[config.mk]
export PLATFORM = sky130hd
export DESIGN_NAME = config_index_data_access
export DESIGN_NICKNAME = d
export VERILOG_FILES = /design/src/cfg_access_pkg.sv /design/src/config_index_data_access.sv
export SDC_FILE = /design/constraint.sdc
export NUM_CORES = 1
export LEC_CHECK = 0
export BUFFER_PORTS_ARGS = -buffer_cell sky130_fd_sc_hd__clkbuf_2
export CAP_MARGIN = 40
export CELL_PAD_IN_SITES_DETAIL_PLACEMENT = 0
export CELL_PAD_IN_SITES_GLOBAL_PLACEMENT = 1
export CORE_MARGIN = 3
export CORE_UTILIZATION = 39
export CTS_CLUSTER_SIZE = 10
export DETAILED_ROUTE_END_ITERATION = 10
export PLACE_DENSITY = 0.8
export SYNTH_ARGS = -nofsm -noshare
export SYNTH_HDL_FRONTEND = slang
export SYNTH_SLANG_ARGS = --single-unit
[constraint.sdc]
create_clock -name aclk -period 2.7 [get_ports aclk]
set_input_delay 0.675 -clock aclk [delete_from_list [all_inputs] [get_ports aclk]]
set_output_delay 0.675 -clock aclk [all_outputs]
set_load 0.02 [all_outputs]
[src/cfg_access_pkg.sv]
/*
 * Shared constants and carriers for the configuration index/data access unit:
 * bus structs, register indices, field positions, strap default tables and
 * the I/O port map of the decoded functions.
 * Assumes a 12-bit AXI4-Lite byte address in which each I/O port is one word.
 */
package cfg_access_pkg;

	// axi4-lite carriers
	typedef struct packed {
		logic [11:0] awaddr;
		logic awvalid;
		logic [31:0] wdata;
		logic [3:0] wstrb;
		logic wvalid;
		logic bready;
		logic [11:0] araddr;
		logic arvalid;
		logic rready;
	} axi_req_t;

	typedef struct packed {
		logic awready;
		logic wready;
		logic [1:0] bresp;
		logic bvalid;
		logic arready;
		logic [31:0] rdata;
		logic [1:0] rresp;
		logic rvalid;
	} axi_rsp_t;

	localparam logic [1:0] RESP_OKAY = 2'h0;
	localparam logic [1:0] RESP_DECERR = 2'h3;

	// configuration registers as seen by the rest of the chip
	typedef struct packed {
		logic [7:0] function_enable_reg;
		logic [7:0] function_address_reg;
		logic [7:0] ptr;
		logic [7:0] function_control_reg;
		logic [7:0] printer_control_reg;
		logic [7:0] power_mgmt_control_reg;
		logic [7:0] tape_uart_port_config_reg;
	} cfg_regs_t;

	typedef struct packed {
		logic fdc;
		logic ide;
		logic uart_a;
		logic uart_b;
		logic printer;
	} func_set_t;

	// configuration register indices
	localparam logic [7:0] IDX_FER = 8'h00;
	localparam logic [7:0] IDX_FAR = 8'h01;
	localparam logic [7:0] IDX_PTR = 8'h02;
	localparam logic [7:0] IDX_FCR = 8'h03;
	localparam logic [7:0] IDX_PCR = 8'h04;
	localparam logic [7:0] IDX_PMC = 8'h05;
	localparam logic [7:0] IDX_TUP = 8'h06;
	localparam logic [7:0] IDX_SID = 8'h07;

	// index register: bits 4-6 reserved, read zero
	localparam logic [7:0] INDEX_MASK = 8'h8f;
	localparam logic [7:0] INDEX_RESET = 8'h00;
	// arbitrary values standing in for the identification codes
	localparam logic [7:0] ID_BYTE = 8'h5a;
	localparam logic [7:0] SID_VALUE = 8'ha5;

	// field positions
	localparam int FER_PRINTER_BIT = 0;
	localparam int FER_UART_A_BIT = 1;
	localparam int FER_UART_B_BIT = 2;
	localparam int FER_FDC_BIT = 3;
	localparam int FER_IDE_BIT = 6;
	localparam int FER_IDE_SEC_BIT = 7;
	localparam int FAR_PRINTER_LSB = 0;
	localparam int FAR_UART_A_LSB = 2;
	localparam int FAR_UART_B_LSB = 4;
	localparam int PTR_OSC_STOP_BIT = 1;
	localparam int FCR_POWER_DOWN_INPUT_SEL_BIT = 6;
	localparam logic [1:0] PRN_CODE_A = 2'h1;
	localparam logic [1:0] PRN_CODE_B = 2'h0;

	// strap default tables, entry n for strap code n
	localparam logic [31:0][7:0] STRAP_FER = {
		8'h00, 8'h08, 8'hc7, 8'h47, 8'h47, 8'hc7, 8'h47, 8'h47,
		8'h07, 8'h07, 8'h07, 8'h07, 8'hc9, 8'hc9, 8'h49, 8'h49,
		8'h0f, 8'h0f, 8'h0f, 8'h0f, 8'hcb, 8'h4b, 8'h4b, 8'hcb,
		8'h4b, 8'h4b, 8'hcf, 8'h4f, 8'h4f, 8'hcf, 8'h4f, 8'h4f};
	localparam logic [31:0][7:0] STRAP_FAR = {
		8'h10, 8'h10, 8'h38, 8'h24, 8'h39, 8'h11, 8'h11, 8'h10,
		8'h24, 8'h39, 8'h11, 8'h10, 8'h00, 8'h01, 8'h01, 8'h00,
		8'h24, 8'h39, 8'h11, 8'h10, 8'h08, 8'h08, 8'h09, 8'h01,
		8'h01, 8'h00, 8'h38, 8'h24, 8'h39, 8'h11, 8'h11, 8'h10};
	localparam logic [7:0] PTR_DEFAULT_ACTIVE = 8'h00;
	localparam logic [7:0] PTR_DEFAULT_NONE = 8'h02;
	localparam logic [7:0] SW_ONLY_RESET = 8'h00;

	// i/o port map
	localparam logic [3:0][9:0] PAIR_INDEX_PORT = {10'h02e, 10'h15c, 10'h26e, 10'h398};
	localparam logic [9:0] PAIR_DATA_OFFSET = 10'h001;
	localparam logic [9:0] FDC_BASE = 10'h3f0;
	localparam logic [9:0] IDE_PRI_CMD = 10'h1f0;
	localparam logic [9:0] IDE_PRI_CTL = 10'h3f6;
	localparam logic [9:0] IDE_SEC_CMD = 10'h170;
	localparam logic [9:0] IDE_SEC_CTL = 10'h376;
	localparam logic [3:0][9:0] UART_BASE = {10'h2e8, 10'h3e8, 10'h2f8, 10'h3f8};
	localparam logic [9:0] PRN_A_FIRST = 10'h3bc;
	localparam logic [9:0] PRN_A_LAST = 10'h3be;
	localparam logic [9:0] PRN_B_BASE = 10'h378;

endpackage

[src/config_index_data_access.sv]
/*
 * Configuration index/data access unit: index/data register pair reached
 * over AXI4-Lite, strap defaults, two-write commit, function address decode
 * and the shared zero-wait / power-down pin.
 * Assumes each I/O port sits at byte address 4*port, straps are stable while
 * aresetn is low, and all inputs are synchronous to aclk.
 */
// Register access over AXI4-Lite and the placing of the registers were left to the implementer.
// Summary of operation
// - during reset load strap-selected defaults into enable, address and power regs
// - control, printer, power, tape and id registers get fixed defaults only
// - index picks the configuration register, data port moves its contents
// - first index read after reset returns the id byte unless written first
// - second index read after reset returns zero
// - otherwise index read returns last written index
// - index bits four to six read zero except in the id byte
// - register changes only on second identical consecutive data write
// - single reads allowed any time and never change register contents
// - data read returns the register selected by the index
// - two-write updates can replace strap defaults any time after reset
// - power-down input stops all function clocks
// - with no functions strapped, power-down also stops the oscillator
// - enable register picks primary or secondary ide range
// - decode the one fixed floppy range, and the ide primary or secondary ranges
// - uart selections decode eight ports at one of four bases
// - printer decodes one of two ranges by its address code
// - control bit six clear: shared pin is open-drain zero-wait output
// - control bit six set: shared pin is the power-down input
// - base straps place the index/data pair at one of four ports
// - disabled functions lose clocks and selects but keep contents
`timescale 1ns/1ps
`default_nettype none

module config_index_data_access (
	// clock and reset
	input wire logic aclk,
	input wire logic aresetn,
	// register bus
	input wire cfg_access_pkg::axi_req_t s_axi_req,
	output var cfg_access_pkg::axi_rsp_t s_axi_rsp,
	// straps
	input wire logic [4:0] config_strap_pins,
	input wire logic [1:0] base_address_straps,
	// peripheral decode
	input wire logic [9:0] periph_addr,
	input wire logic epp_fast_write,
	// shared zero-wait / power-down pin
	input wire logic zero_wait_in,
	output var logic zero_wait_out,
	output var logic zero_wait_oe_n,
	// function control
	output var cfg_access_pkg::func_set_t func_select,
	output var cfg_access_pkg::func_set_t func_clock_en,
	output var logic osc_stop,
	output var cfg_access_pkg::cfg_regs_t cfg_out
);
	import cfg_access_pkg::*;

	typedef struct packed {
		cfg_regs_t cfg;
		logic [7:0] index;
		logic id_pending;
		logic wr_pending;
		logic [7:0] wr_first;
		logic [1:0] base_sel;
		logic aw_held;
		logic [11:0] awaddr;
		logic w_held;
		logic [7:0] wdata;
		logic wstrb0;
		logic ar_held;
		logic [11:0] araddr;
		axi_rsp_t rsp;
		func_set_t sel;
		func_set_t clk_en;
		logic osc_stop;
		logic zws_level;
		logic zws_oe_n;
	} state_t;

	state_t state_reg;
	state_t state_next;
	logic [9:0] index_port;
	logic [9:0] data_port;
	logic [9:0] wr_port;
	logic [9:0] rd_port;
	logic wr_exec;
	logic rd_exec;
	logic power_down;
	logic ide_sec;
	logic [7:0] strap_fer;

	function automatic logic [7:0] read_cfg(input state_t s);
		case (s.index)
			IDX_FER: read_cfg = s.cfg.function_enable_reg;
			IDX_FAR: read_cfg = s.cfg.function_address_reg;
			IDX_PTR: read_cfg = s.cfg.ptr;
			IDX_FCR: read_cfg = s.cfg.function_control_reg;
			IDX_PCR: read_cfg = s.cfg.printer_control_reg;
			IDX_PMC: read_cfg = s.cfg.power_mgmt_control_reg;
			IDX_TUP: read_cfg = s.cfg.tape_uart_port_config_reg;
			IDX_SID: read_cfg = SID_VALUE;
			default: read_cfg = 8'h00;
		endcase
	endfunction

	// the id register and indices without a register silently drop the write
	function automatic cfg_regs_t commit(input cfg_regs_t c, input logic [7:0] idx,
			input logic [7:0] d);
		commit = c;
		case (idx)
			IDX_FER: commit.function_enable_reg = d;
			IDX_FAR: commit.function_address_reg = d;
			IDX_PTR: commit.ptr = d;
			IDX_FCR: commit.function_control_reg = d;
			IDX_PCR: commit.printer_control_reg = d;
			IDX_PMC: commit.power_mgmt_control_reg = d;
			IDX_TUP: commit.tape_uart_port_config_reg = d;
			default: commit = c;
		endcase
	endfunction

	function automatic logic uart_hit(input logic [9:0] a, input logic [1:0] code);
		uart_hit = (a[9:3] == UART_BASE[code][9:3]);
	endfunction

	always_comb begin
		index_port = PAIR_INDEX_PORT[state_reg.base_sel];
		data_port = index_port + PAIR_DATA_OFFSET;
		wr_port = state_reg.awaddr[11:2];
		rd_port = state_reg.araddr[11:2];
		wr_exec = state_reg.aw_held && state_reg.w_held && !state_reg.rsp.bvalid;
		// a write in the same cycle goes first so the pending flag sees one order
		rd_exec = state_reg.ar_held && !state_reg.rsp.rvalid && !wr_exec;
		power_down = state_reg.cfg.function_control_reg[FCR_POWER_DOWN_INPUT_SEL_BIT] && !zero_wait_in;
		ide_sec = state_reg.cfg.function_enable_reg[FER_IDE_SEC_BIT];
		strap_fer = STRAP_FER[config_strap_pins];
		state_next = state_reg;

		// response channels drain
		if (state_reg.rsp.bvalid && s_axi_req.bready) begin
			state_next.rsp.bvalid = 1'b0;
		end
		if (state_reg.rsp.rvalid && s_axi_req.rready) begin
			state_next.rsp.rvalid = 1'b0;
		end

		// write execution
		if (wr_exec) begin
			state_next.aw_held = 1'b0;
			state_next.w_held = 1'b0;
			state_next.rsp.bvalid = 1'b1;
			state_next.rsp.bresp = RESP_OKAY;
			state_next.wr_pending = 1'b0;
			if (wr_port == index_port) begin
				if (state_reg.wstrb0) begin
					state_next.index = state_reg.wdata & INDEX_MASK;
					state_next.id_pending = 1'b0;
				end
			end else if (wr_port == data_port) begin
				if (state_reg.wstrb0) begin
					if (state_reg.wr_pending && state_reg.wr_first == state_reg.wdata) begin
						state_next.cfg = commit(state_reg.cfg, state_reg.index,
							state_reg.wdata);
					end else begin
						state_next.wr_pending = 1'b1;
						state_next.wr_first = state_reg.wdata;
					end
				end
			end else begin
				state_next.rsp.bresp = RESP_DECERR;
			end
		end

		// read execution has no effect on stored configuration
		if (rd_exec) begin
			state_next.ar_held = 1'b0;
			state_next.rsp.rvalid = 1'b1;
			state_next.rsp.rresp = RESP_OKAY;
			state_next.rsp.rdata = 32'h0000_0000;
			state_next.wr_pending = 1'b0;
			if (rd_port == index_port) begin
				if (state_reg.id_pending) begin
					state_next.rsp.rdata[7:0] = ID_BYTE;
					state_next.id_pending = 1'b0;
				end else begin
					state_next.rsp.rdata[7:0] = state_reg.index;
				end
			end else if (rd_port == data_port) begin
				state_next.rsp.rdata[7:0] = read_cfg(state_reg);
			end else begin
				state_next.rsp.rresp = RESP_DECERR;
			end
		end

		// request channels; one transfer of each direction in flight
		if (s_axi_req.awvalid && state_reg.rsp.awready) begin
			state_next.aw_held = 1'b1;
			state_next.awaddr = s_axi_req.awaddr;
		end
		if (s_axi_req.wvalid && state_reg.rsp.wready) begin
			state_next.w_held = 1'b1;
			state_next.wdata = s_axi_req.wdata[7:0];
			state_next.wstrb0 = s_axi_req.wstrb[0];
		end
		if (s_axi_req.arvalid && state_reg.rsp.arready) begin
			state_next.ar_held = 1'b1;
			state_next.araddr = s_axi_req.araddr;
		end
		state_next.rsp.awready = !state_next.aw_held && !state_next.rsp.bvalid;
		state_next.rsp.wready = !state_next.w_held && !state_next.rsp.bvalid;
		state_next.rsp.arready = !state_next.ar_held && !state_next.rsp.rvalid;

		// function decode, gated by enables; contents of disabled units stay put
		state_next.sel.fdc = state_reg.cfg.function_enable_reg[FER_FDC_BIT]
			&& periph_addr[9:3] == FDC_BASE[9:3];
		if (ide_sec) begin
			state_next.sel.ide = state_reg.cfg.function_enable_reg[FER_IDE_BIT]
				&& (periph_addr[9:3] == IDE_SEC_CMD[9:3]
				|| periph_addr[9:1] == IDE_SEC_CTL[9:1]);
		end else begin
			state_next.sel.ide = state_reg.cfg.function_enable_reg[FER_IDE_BIT]
				&& (periph_addr[9:3] == IDE_PRI_CMD[9:3]
				|| periph_addr[9:1] == IDE_PRI_CTL[9:1]);
		end
		state_next.sel.uart_a = state_reg.cfg.function_enable_reg[FER_UART_A_BIT]
			&& uart_hit(periph_addr, state_reg.cfg.function_address_reg[FAR_UART_A_LSB +: 2]);
		state_next.sel.uart_b = state_reg.cfg.function_enable_reg[FER_UART_B_BIT]
			&& uart_hit(periph_addr, state_reg.cfg.function_address_reg[FAR_UART_B_LSB +: 2]);
		// the two unused printer codes decode nothing
		case (state_reg.cfg.function_address_reg[FAR_PRINTER_LSB +: 2])
			PRN_CODE_A: begin
				state_next.sel.printer = periph_addr >= PRN_A_FIRST
					&& periph_addr <= PRN_A_LAST;
			end
			PRN_CODE_B: begin
				state_next.sel.printer = periph_addr[9:3] == PRN_B_BASE[9:3];
			end
			default: begin
				state_next.sel.printer = 1'b0;
			end
		endcase
		state_next.sel.printer = state_next.sel.printer
			&& state_reg.cfg.function_enable_reg[FER_PRINTER_BIT];

		// clock gating
		state_next.clk_en.fdc = state_reg.cfg.function_enable_reg[FER_FDC_BIT] && !power_down;
		state_next.clk_en.ide = state_reg.cfg.function_enable_reg[FER_IDE_BIT] && !power_down;
		state_next.clk_en.uart_a = state_reg.cfg.function_enable_reg[FER_UART_A_BIT] && !power_down;
		state_next.clk_en.uart_b = state_reg.cfg.function_enable_reg[FER_UART_B_BIT] && !power_down;
		state_next.clk_en.printer = state_reg.cfg.function_enable_reg[FER_PRINTER_BIT] && !power_down;
		state_next.osc_stop = power_down && state_reg.cfg.ptr[PTR_OSC_STOP_BIT];

		// open drain: only ever pulls low, never drives high
		state_next.zws_level = 1'b0;
		state_next.zws_oe_n = !(!state_reg.cfg.function_control_reg[FCR_POWER_DOWN_INPUT_SEL_BIT] && epp_fast_write);

		// synchronous reset; straps only matter while it is held
		if (!aresetn) begin
			state_next = '0;
			state_next.cfg.function_enable_reg = strap_fer;
			state_next.cfg.function_address_reg = STRAP_FAR[config_strap_pins];
			if (strap_fer == 8'h00) begin
				state_next.cfg.ptr = PTR_DEFAULT_NONE;
			end else begin
				state_next.cfg.ptr = PTR_DEFAULT_ACTIVE;
			end
			state_next.cfg.function_control_reg = SW_ONLY_RESET;
			state_next.cfg.printer_control_reg = SW_ONLY_RESET;
			state_next.cfg.power_mgmt_control_reg = SW_ONLY_RESET;
			state_next.cfg.tape_uart_port_config_reg = SW_ONLY_RESET;
			state_next.base_sel = base_address_straps;
			state_next.index = INDEX_RESET;
			state_next.id_pending = 1'b1;
			state_next.wr_pending = 1'b0;
			state_next.zws_oe_n = 1'b1;
		end
	end

	always_ff @(posedge aclk) begin
		state_reg <= state_next;
	end

	assign s_axi_rsp = state_reg.rsp;
	assign zero_wait_out = state_reg.zws_level;
	assign zero_wait_oe_n = state_reg.zws_oe_n;
	assign func_select = state_reg.sel;
	assign func_clock_en = state_reg.clk_en;
	assign osc_stop = state_reg.osc_stop;
	assign cfg_out = state_reg.cfg;

endmodule // config_index_data_access

`default_nettype wire

==> qor.csv <==
stage;metric;value;unit
yosys;ys.flop_type;dfxtp_1;
sta;period_share;90.5;%
power_and_ir_drop;p_int;0.00369;W
grt;grt_max_degree;44;
sta;worst_clock_skew;0.00798;ns
setup_path;r2r_setup_slack;0.26;ns
detailed_routing;viasPerCell;5.22;
yosys;ys_seq_area_share;41.7;%
yosys;ys_seq_elements;132;
die;core-area;0.0174;mm2
setup_path;r2r_end;cfg_out[33]$_DFFE_PP_;
sta;rsz0062_at_grt;false;
sta;post-route-min-period;2.44;ns
clocking;htreeDepth;4;
yosys;async_flop_share;0;%
layout;diodes;0;
hold_path;holdPathEnd;state_reg[90]$_DFFE_PN_;
hold_path;hold_depth;1;
clocking;path_clk_slew;0.06;ns
hold_path;holdCritStartpoint;base_address_straps[0];
power_and_ir_drop;irDropWorstVdd;431;uV
hold_path;hold_class;input port to register;
power_and_ir_drop;switching_share;25.6;%
power_and_ir_drop;power_density;631;mW/mm2
setup_path;path_class;register to register;
setup_path;cp_max_fo;8;
clocking;post-cts-setup-buffers;0;
die;die_y;140;um
grt;grt_pass1_vias;5208;
clocking;cts_hold_buf;0;
clocking;cts_resized;0;
yosys;synth_edf_count;26;
flow_run;max_cap_violations;0;
yosys;synthCells;768;
yosys;synth_area_leaders;dfxtp_1 30%, buf_4 12%, edfxtp_1 11%;
detailed_routing;final_antenna_net_count;0;
clocking;worstSkewPairLatency;0.42;ns
power_and_ir_drop;combPwrFrac;9.0;%
sta;final-hold-violation-count;0;
yosys;avgSynthCellArea;9.06;um2
setup_path;cp-start-kind;register;
die;rows;48;
detailed_routing;routed_wl;18300;um
yosys;synth_area_leader_cell;dfxtp_1;
grt;antenna_found_initial;0;
clocking;cts.sinks;132;
clocking;cts_root_buffer;clkbuf_16;
yosys;synth_top_area_share;30.5;%
detailed_routing;drc;0;
place;portBuffers;139;
yosys;synth.distinct_cells;67;
place;gp_congestion;0.849;
setup_path;crit_arrival;2.52;ns
sta;setup_viol_count_final;0;
sta;fin_tns_setup;0;ns
place;dp.final_hpwl;13800;um
yosys;yosys_warnings;0;
sta;slew_violations;0;
die;initial_core_util;40.1;%
clocking;cts.path.max_buffers;2;
clocking;cts_tree;yes;
sta;fmax;409;MHz
setup_path;crit_required;2.78;ns
sta;maxSlewHeadroom;59.4;%
die;die_area;0.0195;mm2
power_and_ir_drop;leakagePower;3.49;nW
layout;area_delta_synth_final;12.9;%
grt;grt_util_all_layers;18.5;%
power_and_ir_drop;power_frac_seq;43.2;%
die;io_pins;196;
clocking;cts_made_buffers;17;
outcome;status;completed;
detailed_routing;drt_iter0_markers;456;
grt;grt_overflow;0;
die;die_w;140;um
power_and_ir_drop;clock_power_share;47.8;%
sta;tightest_slew;0.604;ns
detailed_routing;wl_per_cell;17.1;um
grt;grt_pass1_wl;28400;um
layout;post-route-util;45.3;%
setup_path;r2r-start;state_reg[91]$_DFFE_PN_;
layout;drive_gt1_share;26.7;%
layout;nets;924;
detailed_routing;vias;5581;
power_and_ir_drop;switchingPower;0.00127;W
setup_path;endpoint_kind;register;
detailed_routing;firstDrtPassIters;5;
layout;largest_reg_flops;56;
setup_path;r2r_cells;7;
yosys;synth.cell_area;0.00696;mm2
cell usage after synthesis (11+ instances only):
master and instances:
nand2_1 135, buf_4 108, dfxtp_1 106, mux2i_1 52, a21oi_1 50, edfxtp_1 26, clkbuf_1 23, o21ai_0 22
nor2_1 19, nand3_1 17, and3_1 14, inv_1 14, and2_1 12, xnor2_1 12, nand4_1 11
worst max path at each step:
stage,startpoint,endpoint,depth (start not counted)
6_report,state_reg[91]$_DFFE_PN_,cfg_out[33]$_DFFE_PP_,7
5_1_grt,state_reg[91]$_DFFE_PN_,cfg_out[38]$_SDFFCE_PN0P_,7
4_1_cts,state_reg[91]$_DFFE_PN_,cfg_out[37]$_SDFFCE_PN0P_,7
3_5_place_dp,state_reg[91]$_DFFE_PN_,cfg_out[37]$_SDFFCE_PN0P_,7
3_3_place_gp,state_reg[91]$_DFFE_PN_,cfg_out[33]$_DFFE_PP_,7
2_1_floorplan,state_reg[91]$_DFFE_PN_,cfg_out[32]$_SDFFCE_PN0P_,9
cells in the final DEF (no fill, tap or decap), drive strengths merged, types with 7 or more instances in the layout:
cell type and n:
inv 15, and2 12, nor2b 8, clkinv 7, buf 27, clkbuf 156
xor2 8, and3 16, nand2 135, edfxtp 26, dfxtp 106, a21oi 50
nand3 19, nand4 13, nor2 19, o211ai 8, mux2i 52, a31o 11
conb 25, o21ai 22, xnor2 12
through the flow:
step	worst slack, ns	total power, W	instance area (um2)	hold WS (ns)	cells
final	0.257	0.00496	7860	0.433	1070
after global routing	0.0567	0.00514	7860	0.414	1070
after CTS	0.217	0.00500	7860	0.420	1070
after detailed placement	0.230	0.00263	7250	0.450	1038
after global placement	0.286	0.00263	7250	0.443	1038
after floorplan	0.290	0.00254	7050	0.426	792
metal layers:
| metal | track usage (%) | vias up | part of all wire (%) | wire length, um |
|---|---|---|---|---|
| met1 | 24.9 | 2657 | 45 | 8250 |
| met5 | 0 | - | 0 | 0 |
| met3 | 3.57 | 27 | 5.8 | 1070 |
| li1 | - | 2692 | - | - |
| met4 | 7.55 | 0 | 2.7 | 497 |
| met2 | 29.1 | 205 | 46 | 8450 |
kinds of logic (layout without fill, tap and decap cells):
kind of cell             after synthesis  in the layout  synth area share (%)
buffers and inverters                159            212                  14.8
multiplexers                          57             57                  8.45
other                                  1             25                0.0539
adder cells (fa/ha/maj)                6              6                  1.08
flip-flops                           132            132                  41.7
AND/OR/NAND/NOR                      267            267                  20.0
AO/OA/AOI/OAI                        126            126                  11.4
XOR/XNOR                              20             20                  2.52
power by group through the flow:
stage,registers (W),logic (W),clock network (W)
floorplan,0.00216,0.000378,0
global placement,0.00219,0.000443,0
detailed placement,0.00219,0.000447,0
CTS,0.00214,0.000448,0.00240
global route,0.00215,0.000490,0.00250
finish,0.00214,0.000445,0.00237
area by class of cell:
class | instances | area [um2]
well taps | 225 | 282
clock inverters | 15 | 183
inverters | 14 | 52.6
clock buffers | 17 | 425
fillers | 1704 | 9500
multi-input cells | 501 | 3120
flip-flops and latches | 132 | 2900
repair buffers | 166 | 898
worst max-delay path: stages (launching register included):
cell and delay [ns]:
edfxtp_1 0.43, inv_1 0.09, ha_1 0.27, and3b_1 0.20
o211ai_2 0.11, nor4_4 0.31, and3_1 0.29, a31o_1 0.40
Note: power is estimated with default switching activity, not from simulation.
